[src/logic/tsec_consts.svh]
// Purpose: shared constants of the two-stage event controller
// Assumes: included by bare name from every design file
// Notes: event numbers double as priorities, 0 is the highest
`ifndef TSEC_CONSTS_SVH
`define TSEC_CONSTS_SVH

`define TSEC_NUM_EVT 16
`define TSEC_NUM_SRC 48
`define TSEC_NUM_GP 9

`define TSEC_EVT_EMU 4'h0
`define TSEC_EVT_RST 4'h1
`define TSEC_EVT_NMI 4'h2
`define TSEC_EVT_EXC 4'h3
`define TSEC_EVT_RSVD 4'h4
`define TSEC_EVT_HWE 4'h5
`define TSEC_EVT_TMR 4'h6
`define TSEC_EVT_GP_FIRST 4'h7
`define TSEC_NO_EVT 5'h10

// first source index of each default level block from level 8 to 13
`define TSEC_SRC_L8_FIRST 15
`define TSEC_SRC_L9_FIRST 17
`define TSEC_SRC_L10_FIRST 25
`define TSEC_SRC_L11_FIRST 34
`define TSEC_SRC_L12_FIRST 41
`define TSEC_SRC_L13_FIRST 43

// reset values and fixed control mask bits
`define TSEC_PMASK_RST 48'h0000_0000_0000
`define TSEC_CMASK_RST 16'h000F
`define TSEC_CMASK_FIXED_ON 16'h000F
`define TSEC_CMASK_FIXED_OFF 16'h0010

`endif

[src/logic/tsec_pkg.sv]
// Purpose: types of the two-stage event controller
// Assumes: tsec_consts.svh for widths
// Notes: all module state is carried in these packed structs
`include "tsec_consts.svh"

package tsec_pkg;

  typedef enum logic [1:0] {
    ST_IDLE = 2'b00,
    ST_TAKE = 2'b01
  } tsec_fsm_t;

  typedef enum logic [1:0] {
    SEL_ASSIGN = 2'b00,
    SEL_PMASK = 2'b01,
    SEL_CMASK = 2'b10,
    SEL_LATCH = 2'b11
  } tsec_cfg_sel_t;

  typedef struct packed {
    logic wr;
    logic rd;
    tsec_cfg_sel_t sel;
    logic [5:0] index;
    logic [31:0] data;
  } tsec_cfg_req_t;

  typedef struct packed {
    logic req;
    logic [3:0] event_vector_table;
    logic saveState;
  } tsec_take_t;

  typedef struct packed {
    logic [`TSEC_NUM_EVT-1:0] sample;
    logic [`TSEC_NUM_EVT-1:0] prev;
    logic [`TSEC_NUM_EVT-1:0] latch;
  } tsec_edge_state_t;

  typedef struct packed {
    logic [`TSEC_NUM_EVT-1:0][31:0] mem;
    logic [31:0] rd;
  } tsec_mem_state_t;

  typedef struct packed {
    tsec_fsm_t fsm;
    logic [`TSEC_NUM_SRC-1:0][3:0] srcLevel;
    logic [`TSEC_NUM_SRC-1:0] pmask;
    logic [`TSEC_NUM_SRC-1:0] perStatus;
    logic [`TSEC_NUM_EVT-1:0] cmask;
    logic [`TSEC_NUM_EVT-1:0] pending;
    logic [`TSEC_NUM_GP-1:0] gpLevels;
    logic [1:0] nmiSync;
    tsec_take_t take;
    logic commitHold;
    logic emuMode;
    logic retValid;
    logic [31:0] rdData;
    logic denied;
  } tsec_core_state_t;

endpackage : tsec_pkg

[src/logic/tsec_edge_latch.sv]
// Purpose: rising-edge detect and latch for the sixteen core event inputs
// Assumes: inputs are on clk; pins are synchronised by the caller
// Notes: a new edge or direct set beats a clear in the same cycle
`timescale 1ns/100ps
`include "tsec_consts.svh"

module tsec_edge_latch
  import tsec_pkg::*;
(
  // clock and reset
  input wire logic clk,
  input wire logic reset_n,
  // event side
  input wire logic [`TSEC_NUM_EVT-1:0] level,
  input wire logic [`TSEC_NUM_EVT-1:0] directSet,
  input wire logic [`TSEC_NUM_EVT-1:0] clr,
  // latched events
  output logic [`TSEC_NUM_EVT-1:0] latch
);

  tsec_edge_state_t st_ff;
  tsec_edge_state_t nxt_st;

  always_comb begin
    nxt_st = st_ff;
    nxt_st.sample = level;
    nxt_st.prev = st_ff.sample;
    // sample then compare: two cycles from input rise to latch
    nxt_st.latch = (st_ff.latch & ~clr) | (st_ff.sample & ~st_ff.prev) | directSet; // RULE21 RULE22
  end

  always_ff @(posedge clk) begin
    if (!reset_n) begin
      st_ff <= '0;
    end else begin
      st_ff <= nxt_st;
    end
  end

  assign latch = st_ff.latch;

endmodule : tsec_edge_latch

[src/logic/tsec_ret_store.sv]
// Purpose: one return address per event type
// Assumes: single write and single read port on clk
// Notes: read data appear one cycle after the read strobe
`timescale 1ns/100ps
`include "tsec_consts.svh"

module tsec_ret_store
  import tsec_pkg::*;
(
  // clock and reset
  input wire logic clk,
  input wire logic reset_n,
  // write port
  input wire logic wrEn,
  input wire logic [3:0] wrIdx,
  input wire logic [31:0] wrData,
  // read port
  input wire logic rdEn,
  input wire logic [3:0] rdIdx,
  output logic [31:0] rdData
);

  tsec_mem_state_t st_ff;
  tsec_mem_state_t nxt_st;

  always_comb begin
    nxt_st = st_ff;
    if (wrEn) begin
      nxt_st.mem[wrIdx] = wrData; // RULE8
    end
    if (rdEn) begin
      nxt_st.rd = st_ff.mem[rdIdx];
    end
  end

  always_ff @(posedge clk) begin
    if (!reset_n) begin
      st_ff <= '0;
    end else begin
      st_ff <= nxt_st;
    end
  end

  assign rdData = st_ff.rd;

endmodule : tsec_ret_store

[src/logic/tsec_event_ctrl.sv]
// Purpose: two-stage event controller, system routing stage plus core ranking stage
// Assumes: peripheral sources and sequencer on clk; nmiPin is an asynchronous pin
// Notes: configuration is a plain request port gated by supervisor mode
// Behaviour
// (RULE1) core events ranked 0 highest to 15: emu, reset, nmi, exception, reserved, ...
// (RULE2) nine general-purpose levels exist beside the dedicated events
// (RULE3) software should keep levels 14 and 15 for software handlers
// (RULE4) higher priority event preempts an active lower one; routines nest
// (RULE5) of pending events, the higher priority one is serviced first
// (RULE6) nmi raised by watchdog request or external nmi pin
// (RULE7) exception is taken before the faulting instruction completes
// (RULE8) each event type keeps its own return address
// (RULE9) taking an event asks the sequencer to save state on supervisor stack
// (RULE10) peripheral sources enter the system stage and drive a general level
// (RULE11) default level map after reset; software writes change the assignment
// (RULE12) pll wake-up and error sources default to level 7; rtc, parallel port dma to 8
// (RULE13) serial port receive and transmit dma sources default to level 9
// (RULE14) spi dma and uart receive and transmit dma default to level 10
// (RULE15) timers, two-wire ports, can receive and transmit default to level 11
// (RULE16) port f gpio sources a and b default to level 12
// (RULE17) memory dma streams and watchdog default to level 13
// (RULE18) control registers reachable only in supervisor mode, never by peripherals
// (RULE19) emulation event puts the processor into emulation mode
// (RULE20) interrupts come from pins, timers, peripherals and a software raise
// (RULE21) latch bit sets on a detected rising edge, detection takes two cycles
// (RULE22) latch clears when pending sets; the next edge is then queued
// (RULE23) general input rise to pending takes at least three cycles
// (RULE24) a source is forwarded only while its peripheral mask bit is set
// (RULE25) a level is asserted while any unmasked source assigned to it asserts
// (RULE26) reserved priority slot 4 is never raised
`timescale 1ns/100ps
`include "tsec_consts.svh"

module tsec_event_ctrl
  import tsec_pkg::*;
(
  // clock and reset
  input wire logic clk,
  input wire logic reset_n,
  // peripheral and core event sources
  input wire logic [`TSEC_NUM_SRC-1:0] perSrc,
  input wire logic wdogNmi,
  input wire logic nmiPin,
  input wire logic emuReq,
  input wire logic rstEvtReq,
  input wire logic hwErrReq,
  input wire logic coreTimerReq,
  // sequencer side
  input wire logic excReq,
  input wire logic swRaise,
  input wire logic [3:0] swRaiseLvl,
  input wire logic globalEnable,
  input wire logic takeAck,
  input wire logic [31:0] curPc,
  input wire logic retStrobe,
  input wire logic [3:0] retEvt,
  output tsec_take_t take,
  output logic commitHold,
  output logic emuMode,
  output logic returnValid,
  output logic [31:0] returnAddr,
  output logic [`TSEC_NUM_EVT-1:0] pendingOut,
  output logic [`TSEC_NUM_EVT-1:0] latchOut,
  // configuration access
  input wire logic supervisor,
  input wire logic periphAccess,
  input wire tsec_cfg_req_t cfgReq,
  output logic [31:0] cfgRdData,
  output logic cfgDenied,
  // system stage status
  output logic [`TSEC_NUM_SRC-1:0] perStatus,
  output logic [`TSEC_NUM_GP-1:0] gpLevels
);

  function automatic logic [3:0] defaultLevel(input int src);
    logic [3:0] lvl;
    lvl = 4'h7; // RULE12
    if (src >= `TSEC_SRC_L8_FIRST) lvl = 4'h8; // RULE12
    if (src >= `TSEC_SRC_L9_FIRST) lvl = 4'h9; // RULE13
    if (src >= `TSEC_SRC_L10_FIRST) lvl = 4'hA; // RULE14
    if (src >= `TSEC_SRC_L11_FIRST) lvl = 4'hB; // RULE15
    if (src >= `TSEC_SRC_L12_FIRST) lvl = 4'hC; // RULE16
    if (src >= `TSEC_SRC_L13_FIRST) lvl = 4'hD; // RULE17
    return lvl;
  endfunction : defaultLevel

  function automatic logic [`TSEC_NUM_SRC-1:0][3:0] defaultMap();
    logic [`TSEC_NUM_SRC-1:0][3:0] m;
    m = '0;
    for (int s = 0; s < `TSEC_NUM_SRC; s++) begin
      m[s] = defaultLevel(s);
    end
    return m;
  endfunction : defaultMap

  // lowest set index wins, so the scan runs from the top down
  function automatic logic [4:0] firstSet(input logic [`TSEC_NUM_EVT-1:0] v);
    logic [4:0] idx;
    idx = `TSEC_NO_EVT;
    for (int i = `TSEC_NUM_EVT - 1; i >= 0; i--) begin
      if (v[i]) idx = 5'(i);
    end
    return idx;
  endfunction : firstSet

  // sources come up blocked so nothing fires before software sets their peripheral mask bits
  localparam tsec_core_state_t RESET_ST = '{
    fsm: ST_IDLE,
    srcLevel: defaultMap(),
    pmask: `TSEC_PMASK_RST,
    perStatus: '0,
    cmask: `TSEC_CMASK_RST,
    pending: '0,
    gpLevels: '0,
    nmiSync: '0,
    take: '0,
    commitHold: 1'b0,
    emuMode: 1'b0,
    retValid: 1'b0,
    rdData: 32'h0000_0000,
    denied: 1'b0
  };

  tsec_core_state_t st_ff;
  tsec_core_state_t nxt_st;

  logic [`TSEC_NUM_SRC-1:0] fwdSrc;
  logic [`TSEC_NUM_GP-1:0][`TSEC_NUM_SRC-1:0] levelHit;
  logic [`TSEC_NUM_GP-1:0] gpHit;
  logic [`TSEC_NUM_EVT-1:0] evtLevel;
  logic [`TSEC_NUM_EVT-1:0] directSet;
  logic [`TSEC_NUM_EVT-1:0] latchClr;
  logic [`TSEC_NUM_EVT-1:0] latch;
  logic [`TSEC_NUM_EVT-1:0] enab;
  logic [`TSEC_NUM_EVT-1:0] cand;
  logic [4:0] bestIdx;
  logic [4:0] topActive;
  logic canTake;
  logic nmiLevel;
  logic cfgOk;
  logic takeDone;
  logic retHit;

  // system stage: mask, then route each source to its assigned level
  assign fwdSrc = perSrc & st_ff.pmask; // RULE24

  genvar gl;
  genvar gs;
  generate
    for (gl = 0; gl < `TSEC_NUM_GP; gl++) begin : g_level
      for (gs = 0; gs < `TSEC_NUM_SRC; gs++) begin : g_src
        assign levelHit[gl][gs] = fwdSrc[gs] &&
          (st_ff.srcLevel[gs] == 4'(gl + 7)); // RULE10
      end
      assign gpHit[gl] = |levelHit[gl]; // RULE25
    end
  endgenerate

  // core stage inputs; exception and software raise bypass edge detection
  // the watchdog request is on clk already; only the pin is synchronised
  assign nmiLevel = st_ff.nmiSync[1] | wdogNmi; // RULE6
  assign evtLevel = {st_ff.gpLevels, coreTimerReq, hwErrReq, 1'b0, 1'b0,
                     nmiLevel, rstEvtReq, emuReq}; // RULE20 RULE26

  always_comb begin
    directSet = '0;
    directSet[`TSEC_EVT_EXC] = excReq; // RULE7
    if (swRaise && (swRaiseLvl >= `TSEC_EVT_GP_FIRST)) begin
      directSet[swRaiseLvl] = 1'b1; // RULE20
    end
  end

  assign cfgOk = supervisor && !periphAccess; // RULE18
  assign takeDone = (st_ff.fsm == ST_TAKE) && takeAck;
  assign retHit = retStrobe && st_ff.pending[retEvt];

  always_comb begin
    latchClr = '0;
    if (takeDone) begin
      latchClr[st_ff.take.event_vector_table] = 1'b1; // RULE22
    end
    // software may cancel a latched event only while it is masked
    if (cfgReq.wr && cfgOk && (cfgReq.sel == SEL_LATCH)) begin
      latchClr = latchClr | (cfgReq.data[15:0] & ~st_ff.cmask);
    end
  end

  // a level held high after its take does not latch again until it drops
  tsec_edge_latch u_edge (
    .clk(clk),
    .reset_n(reset_n),
    .level(evtLevel),
    .directSet(directSet),
    .clr(latchClr),
    .latch(latch)
  );

  // unmaskable events always enabled; general levels also need global enable
  always_comb begin
    enab = st_ff.cmask;
    enab[3:0] = 4'hF;
    enab[`TSEC_EVT_RSVD] = 1'b0; // RULE26
    enab[15:7] = st_ff.cmask[15:7] & {`TSEC_NUM_GP{globalEnable}}; // RULE2
  end

  assign cand = latch & enab;
  assign bestIdx = firstSet(cand); // RULE1 RULE5
  assign topActive = firstSet(st_ff.pending);
  // only a strictly higher priority than every active routine may nest
  assign canTake = (bestIdx < topActive); // RULE4

  // return address written on the ack edge, read back on a return strobe
  tsec_ret_store u_ret (
    .clk(clk),
    .reset_n(reset_n),
    .wrEn(takeDone),
    .wrIdx(st_ff.take.event_vector_table),
    .wrData(curPc),
    .rdEn(retHit),
    .rdIdx(retEvt),
    .rdData(returnAddr)
  );

  always_comb begin
    nxt_st = st_ff;
    nxt_st.denied = 1'b0;
    nxt_st.retValid = 1'b0;
    // raw sources, so software can still see a masked requester
    nxt_st.perStatus = perSrc;
    nxt_st.gpLevels = gpHit; // RULE25
    nxt_st.nmiSync = {st_ff.nmiSync[0], nmiPin};
    // hold retirement while an exception waits to be taken
    nxt_st.commitHold = excReq || latch[`TSEC_EVT_EXC] ||
      (st_ff.take.req && (st_ff.take.event_vector_table == `TSEC_EVT_EXC) && !takeAck); // RULE7

    // return: free the slot first so an ack to the same slot still sets it
    if (retHit) begin
      nxt_st.pending[retEvt] = 1'b0;
      nxt_st.retValid = 1'b1; // RULE8
      if (retEvt == `TSEC_EVT_EMU) begin
        nxt_st.emuMode = 1'b0;
      end
    end

    unique case (st_ff.fsm)
      ST_IDLE: begin
        if (canTake) begin
          nxt_st.take.req = 1'b1;
          nxt_st.take.event_vector_table = bestIdx[3:0]; // RULE5
          nxt_st.take.saveState = 1'b1; // RULE9
          nxt_st.fsm = ST_TAKE;
        end
      end
      ST_TAKE: begin
        if (takeAck) begin
          nxt_st.pending[st_ff.take.event_vector_table] = 1'b1; // RULE22 RULE23
          nxt_st.take.req = 1'b0;
          nxt_st.take.saveState = 1'b0;
          nxt_st.fsm = ST_IDLE;
          if (st_ff.take.event_vector_table == `TSEC_EVT_EMU) begin
            nxt_st.emuMode = 1'b1; // RULE19
          end
        end
      end
    endcase

    // configuration writes
    // assignments below level 7 are dropped, not clipped to a legal level
    if (cfgReq.wr && cfgOk) begin
      unique case (cfgReq.sel)
        SEL_ASSIGN: begin
          if ((cfgReq.index < 6'(`TSEC_NUM_SRC)) &&
              (cfgReq.data[3:0] >= `TSEC_EVT_GP_FIRST)) begin
            nxt_st.srcLevel[cfgReq.index] = cfgReq.data[3:0]; // RULE11
          end
        end
        SEL_PMASK: begin
          if (cfgReq.index[0]) begin
            nxt_st.pmask[47:32] = cfgReq.data[15:0]; // RULE24
          end else begin
            nxt_st.pmask[31:0] = cfgReq.data; // RULE24
          end
        end
        SEL_CMASK: begin
          nxt_st.cmask = (cfgReq.data[15:0] | `TSEC_CMASK_FIXED_ON) &
            ~`TSEC_CMASK_FIXED_OFF;
        end
        SEL_LATCH: begin
          nxt_st.cmask = st_ff.cmask;
        end
      endcase
    end

    // configuration reads
    if (cfgReq.rd && cfgOk) begin
      unique case (cfgReq.sel)
        SEL_ASSIGN: begin
          if (cfgReq.index < 6'(`TSEC_NUM_SRC)) begin
            nxt_st.rdData = {28'h000_0000, st_ff.srcLevel[cfgReq.index]};
          end else begin
            nxt_st.rdData = 32'h0000_0000;
          end
        end
        SEL_PMASK: begin
          if (cfgReq.index[0]) begin
            nxt_st.rdData = {16'h0000, st_ff.pmask[47:32]};
          end else begin
            nxt_st.rdData = st_ff.pmask[31:0];
          end
        end
        SEL_CMASK: begin
          nxt_st.rdData = {16'h0000, st_ff.cmask};
        end
        SEL_LATCH: begin
          nxt_st.rdData = {st_ff.pending, latch};
        end
      endcase
    end

    // user-mode or peripheral access does nothing but flag itself
    if ((cfgReq.wr || cfgReq.rd) && !cfgOk) begin
      nxt_st.denied = 1'b1; // RULE18
    end
  end

  always_ff @(posedge clk) begin
    if (!reset_n) begin
      st_ff <= RESET_ST; // RULE11
    end else begin
      st_ff <= nxt_st;
    end
  end

  // every output below is a register or the edge latch register
  assign take = st_ff.take;
  assign commitHold = st_ff.commitHold;
  assign emuMode = st_ff.emuMode;
  assign returnValid = st_ff.retValid;
  assign pendingOut = st_ff.pending;
  assign latchOut = latch;
  assign cfgRdData = st_ff.rdData;
  assign cfgDenied = st_ff.denied;
  assign perStatus = st_ff.perStatus;
  assign gpLevels = st_ff.gpLevels;

endmodule : tsec_event_ctrl

[config.mk]
export PLATFORM = sky130hd
export DESIGN_NAME = tsec_event_ctrl
export DESIGN_NICKNAME = d
export VERILOG_FILES = /design/src/logic/tsec_pkg.sv /design/src/logic/tsec_edge_latch.sv /design/src/logic/tsec_ret_store.sv /design/src/logic/tsec_event_ctrl.sv
export VERILOG_INCLUDE_DIRS = /design/src /design/src/logic
export SDC_FILE = /design/constraint.sdc
export NUM_CORES = 2
export LEC_CHECK = 0
export BUFFER_PORTS_ARGS = -buffer_cell sky130_fd_sc_hd__buf_2
export CAP_MARGIN = 20
export CORE_MARGIN = 2
export CORE_UTILIZATION = 35
export DETAILED_ROUTE_END_ITERATION = 8
export PLACE_DENSITY_LB_ADDON = 0.15
export SETUP_SLACK_MARGIN = 0.15
export SYNTH_ARGS = -nofsm -noshare
export SYNTH_HDL_FRONTEND = slang
export SYNTH_SLANG_ARGS = --single-unit
[constraint.sdc]
create_clock -name clk -period 4.4 [get_ports clk]
set_clock_uncertainty 0.05 [all_clocks]
set_input_delay 0.44 -clock clk [delete_from_list [all_inputs] [get_ports clk]]
set_output_delay 0.44 -clock clk [all_outputs]
set_load 0.01 [all_outputs]
==> run_results.csv <==
group,metric,value,unit
synth,synth.yosys.seq_area_share,0.422,
sta,final.period_utilization,0.762,
final_layout,drive_gt1_frac,0.163,
sta,period_minus_slack,3350,ps
setup_path,crit_type,"reg -> reg",
clock_network,cts_tree,"yes",
routing,wl,229000,microns
synth,ys.flop_type,"dfxtp_1",
synth,yosysWarnings,0,
setup_path,r2r_cells,6,
synth,yosys-top-cells-count,"nand2_1, dfxtp_1, a21oi_1",
routing,drt_iter0_markers,5487,
global_routing,antenna_found_initial,17,
setup_path,r2r_end,"gpLevels[8]",
placement,postPlaceCellArea,47600,sq um
sta,finalMaxSlewViolations,0,
synth,synth_area_leaders,"dfxtp_1, nand2_1, mux4_2",
floorplanning,ios,308,
setup_path,critPathLaunchType,"register",
final_layout,fin_area,52300,sq um
routing,topRoutingLayerUsed,"met5",
setup_path,crit_chain,"buf_4 -> nand4_1 -> o22ai_1 -> or4_1 -> nor4_1 -> a21oi_1",
routing,wl_met2,104000,microns
synth,yosys.area.top_type_share,0.422,
sta,setup_tns,0,ps
sta,hold_viol,0,
min_path,hp-start,"curPc[27]",
clock_network,cts_inserted_buffers,108,
routing,antenna_left,0,
final_layout,nets,5709,
floorplanning,die_area,132000,sq um
routing,wl_per_cell,31.0,microns
synth,synth_cell_type_count,71,
routing,wl_met3,18300,microns
global_routing,grt_remaining_overflow,0,
setup_path,cp_slowest_cell,"nor4_1",
global_routing,grt_use_total,0.336,
floorplanning,row_count,132,
pwr,powerDensity,378,nW/um^2
min_path,min_to,"u_ret.st_ff[379]",
pwr,p_leak,18.7,nW
setup_path,worst_ep_required_time,4860,ps
synth,synth_nets,5659,
synth,synth_most_common_cell,"nand2_1",
placement,gp_congestion,1.14,
final_layout,syn_to_final_growth,15.3,%
sta,whs,38.1,ps
min_path,hold_path.class,"in -> reg",
synth,synth_top_area_cell,"dfxtp_1",
routing,vias,43361,
floorplanning,die_w,364,microns
sta,worst_slew_pin_slew,1260,ps
global_routing,grt_max_degree,130,
synth,async_flop_share,0,
setup_path,r2r_setup_slack,1050,ps
synth,ys_ff_latch,956,
placement,dp_hpwl,162000,microns
sta,clock.fmax,298,MHz
routing,vias_per_cell,5.87,
run,cap_violations,0,
synth,synth_cells,5510,
pwr,power,19.8,mW
routing,met1_length,91700,microns
setup_path,max_stage_delay,820,ps
setup_path,reg2reg_from,"st_ff[174]",
floorplanning,die_h,364,microns
clock_network,cts_max_level,3,
routing,drc,0,
clock_network,cts-root-buf,"clkbuf_16",
routing,dr.pass1.iters,8,
setup_path,cp-end-kind,"register",
sta,slew_headroom,0.152,
synth,avgSynthCellArea,8.23,sq um
sta,rsz0062_at_grt,"false",
synth,synth-edff-count,0,
clock_network,clk_latency,760,ps
placement,io_buffers,307,
clock_network,path_clk_slew,60,ps
setup_path,crit_fanout,4,
setup_path,crit_arrival,3810,ps
clock_network,cts.sink_count,956,
synth,synth_area,45300,sq um
floorplanning,initial_core_util,0.351,
final_layout,final-instance-count-excl-fill,7389,
placement,dp.cells,7100,
global_routing,grt_pass1_wl,317000,microns
global_routing,grt_pass1_vias,39785,
floorplanning,core_area,129000,sq um
clock_network,cts_max_path_buffers,3,
outcome,outcome,"finished clean",
pwr,ir_drop,0.000292,V
sta,finalSetupViolations,0,
min_path,holdPathStages,3,
flip-flops by register name (all words and copies together), names as in the netlist:
signal / flops
u_ret.st_ff: 512
st_ff: 251
perStatus: 48
cfgRdData: 32
u_ret.rdData: 32
pendingOut: 16
u_edge.latch: 16
u_edge.nxt_st: 14
u_edge.st_ff: 14
gpLevels: 9
take: 5
enab: 2
cfgDenied: 1
commitHold: 1
emuMode: 1
nxt_st: 1
returnValid: 1
routing by layer:
| metal | global-route usage | up-vias |
|---|---|---|
| met4 | 0.187 | 8 |
| met3 | 0.0609 | 562 |
| li1 | - | 19234 |
| met5 | 0 | - |
| met1 | 0.429 | 21313 |
| met2 | 0.537 | 2244 |
report_power, final:
group	internal, mW	leakage, nW	switching [mW]
combinational	0.451	9.15	0.985
clock	5.53	1.81	3.95
sequential	8.76	7.73	0.0960
total	14.7	18.7	5.03
critical path, delay by kind of cell (launching register included):
| kind | cells | cell delay (ps) |
|---|---|---|
| buf+inv | 1 | 220 |
| flops | 1 | 400 |
| compound gates | 2 | 630 |
| simple gates | 3 | 1830 |
layout make-up:
type                       instances  area (sq um)
fill                           13044         76700
clock inverter                    45           659
multi-input combinational       3899         23200
clock buffer                     148          3060
sequential                       956         19100
inverter                          39           154
antenna                            4          10.0
tap                             1742          2180
timing repair buffer             556          3830
stage by stage:
step,utilization,setup WS (ps)
2_1_floorplan,-,2000
3_3_place_gp,0.369,908
3_5_place_dp,0.369,896
4_1_cts,0.405,1190
5_1_grt,0.405,911
6_report,0.405,1050
cell families after synthesis:
logic type	count (synthesis)	share of synthesized area
compound gates	996	0.126
fa+ha+maj	4	0.00110
buf+inv	655	0.0703
flops	956	0.422
mux	325	0.124
simple gates	2574	0.256
worst max-delay path by stage:
stage	endpoint	start	slack (ps)
floorplan	u_ret.rdData[0]	retEvt[1]	2000
detailed placement	st_ff[182]	periphAccess	900
CTS	take[4]	pendingOut[0]	1190
global route	st_ff[184]	cfgReq[41]	910
global placement	st_ff[206]	periphAccess	910
finish	gpLevels[8]	st_ff[174]	1050
layout by cell type, fill, tap and decap left out, types with 32 or more instances in the layout:
cell | synthesis | final
nand2_1 | 1454 | 1441
dfxtp_1 | 956 | 956
a21oi_1 | 671 | 671
buf_2 | 43 | 302
nand3_1 | 290 | 286
nor2_1 | 221 | 197
mux4_2 | 186 | 186
nor3_1 | 164 | 161
buf_4 | 160 | 146
clkbuf_16 | 0 | 109
mux2i_1 | 101 | 101
o22ai_1 | 100 | 100
dlygate4sd3_1 | 0 | 92
and2_1 | 75 | 75
nand2b_1 | 70 | 70
nor4_1 | 60 | 60
nand4_1 | 59 | 59
nand4b_1 | 56 | 56
nor3b_1 | 45 | 44
o21ai_0 | 38 | 38
inv_1 | 38 | 38
mux2_2 | 38 | 38
a221oi_1 | 32 | 32
timing repair:
action                    CTS  global route
setup buffers               0             0
hold buffers               92             0
hold endpoints to repair  234             0
gates resized for setup     0             0
Power figures use the tool's default switching activity.
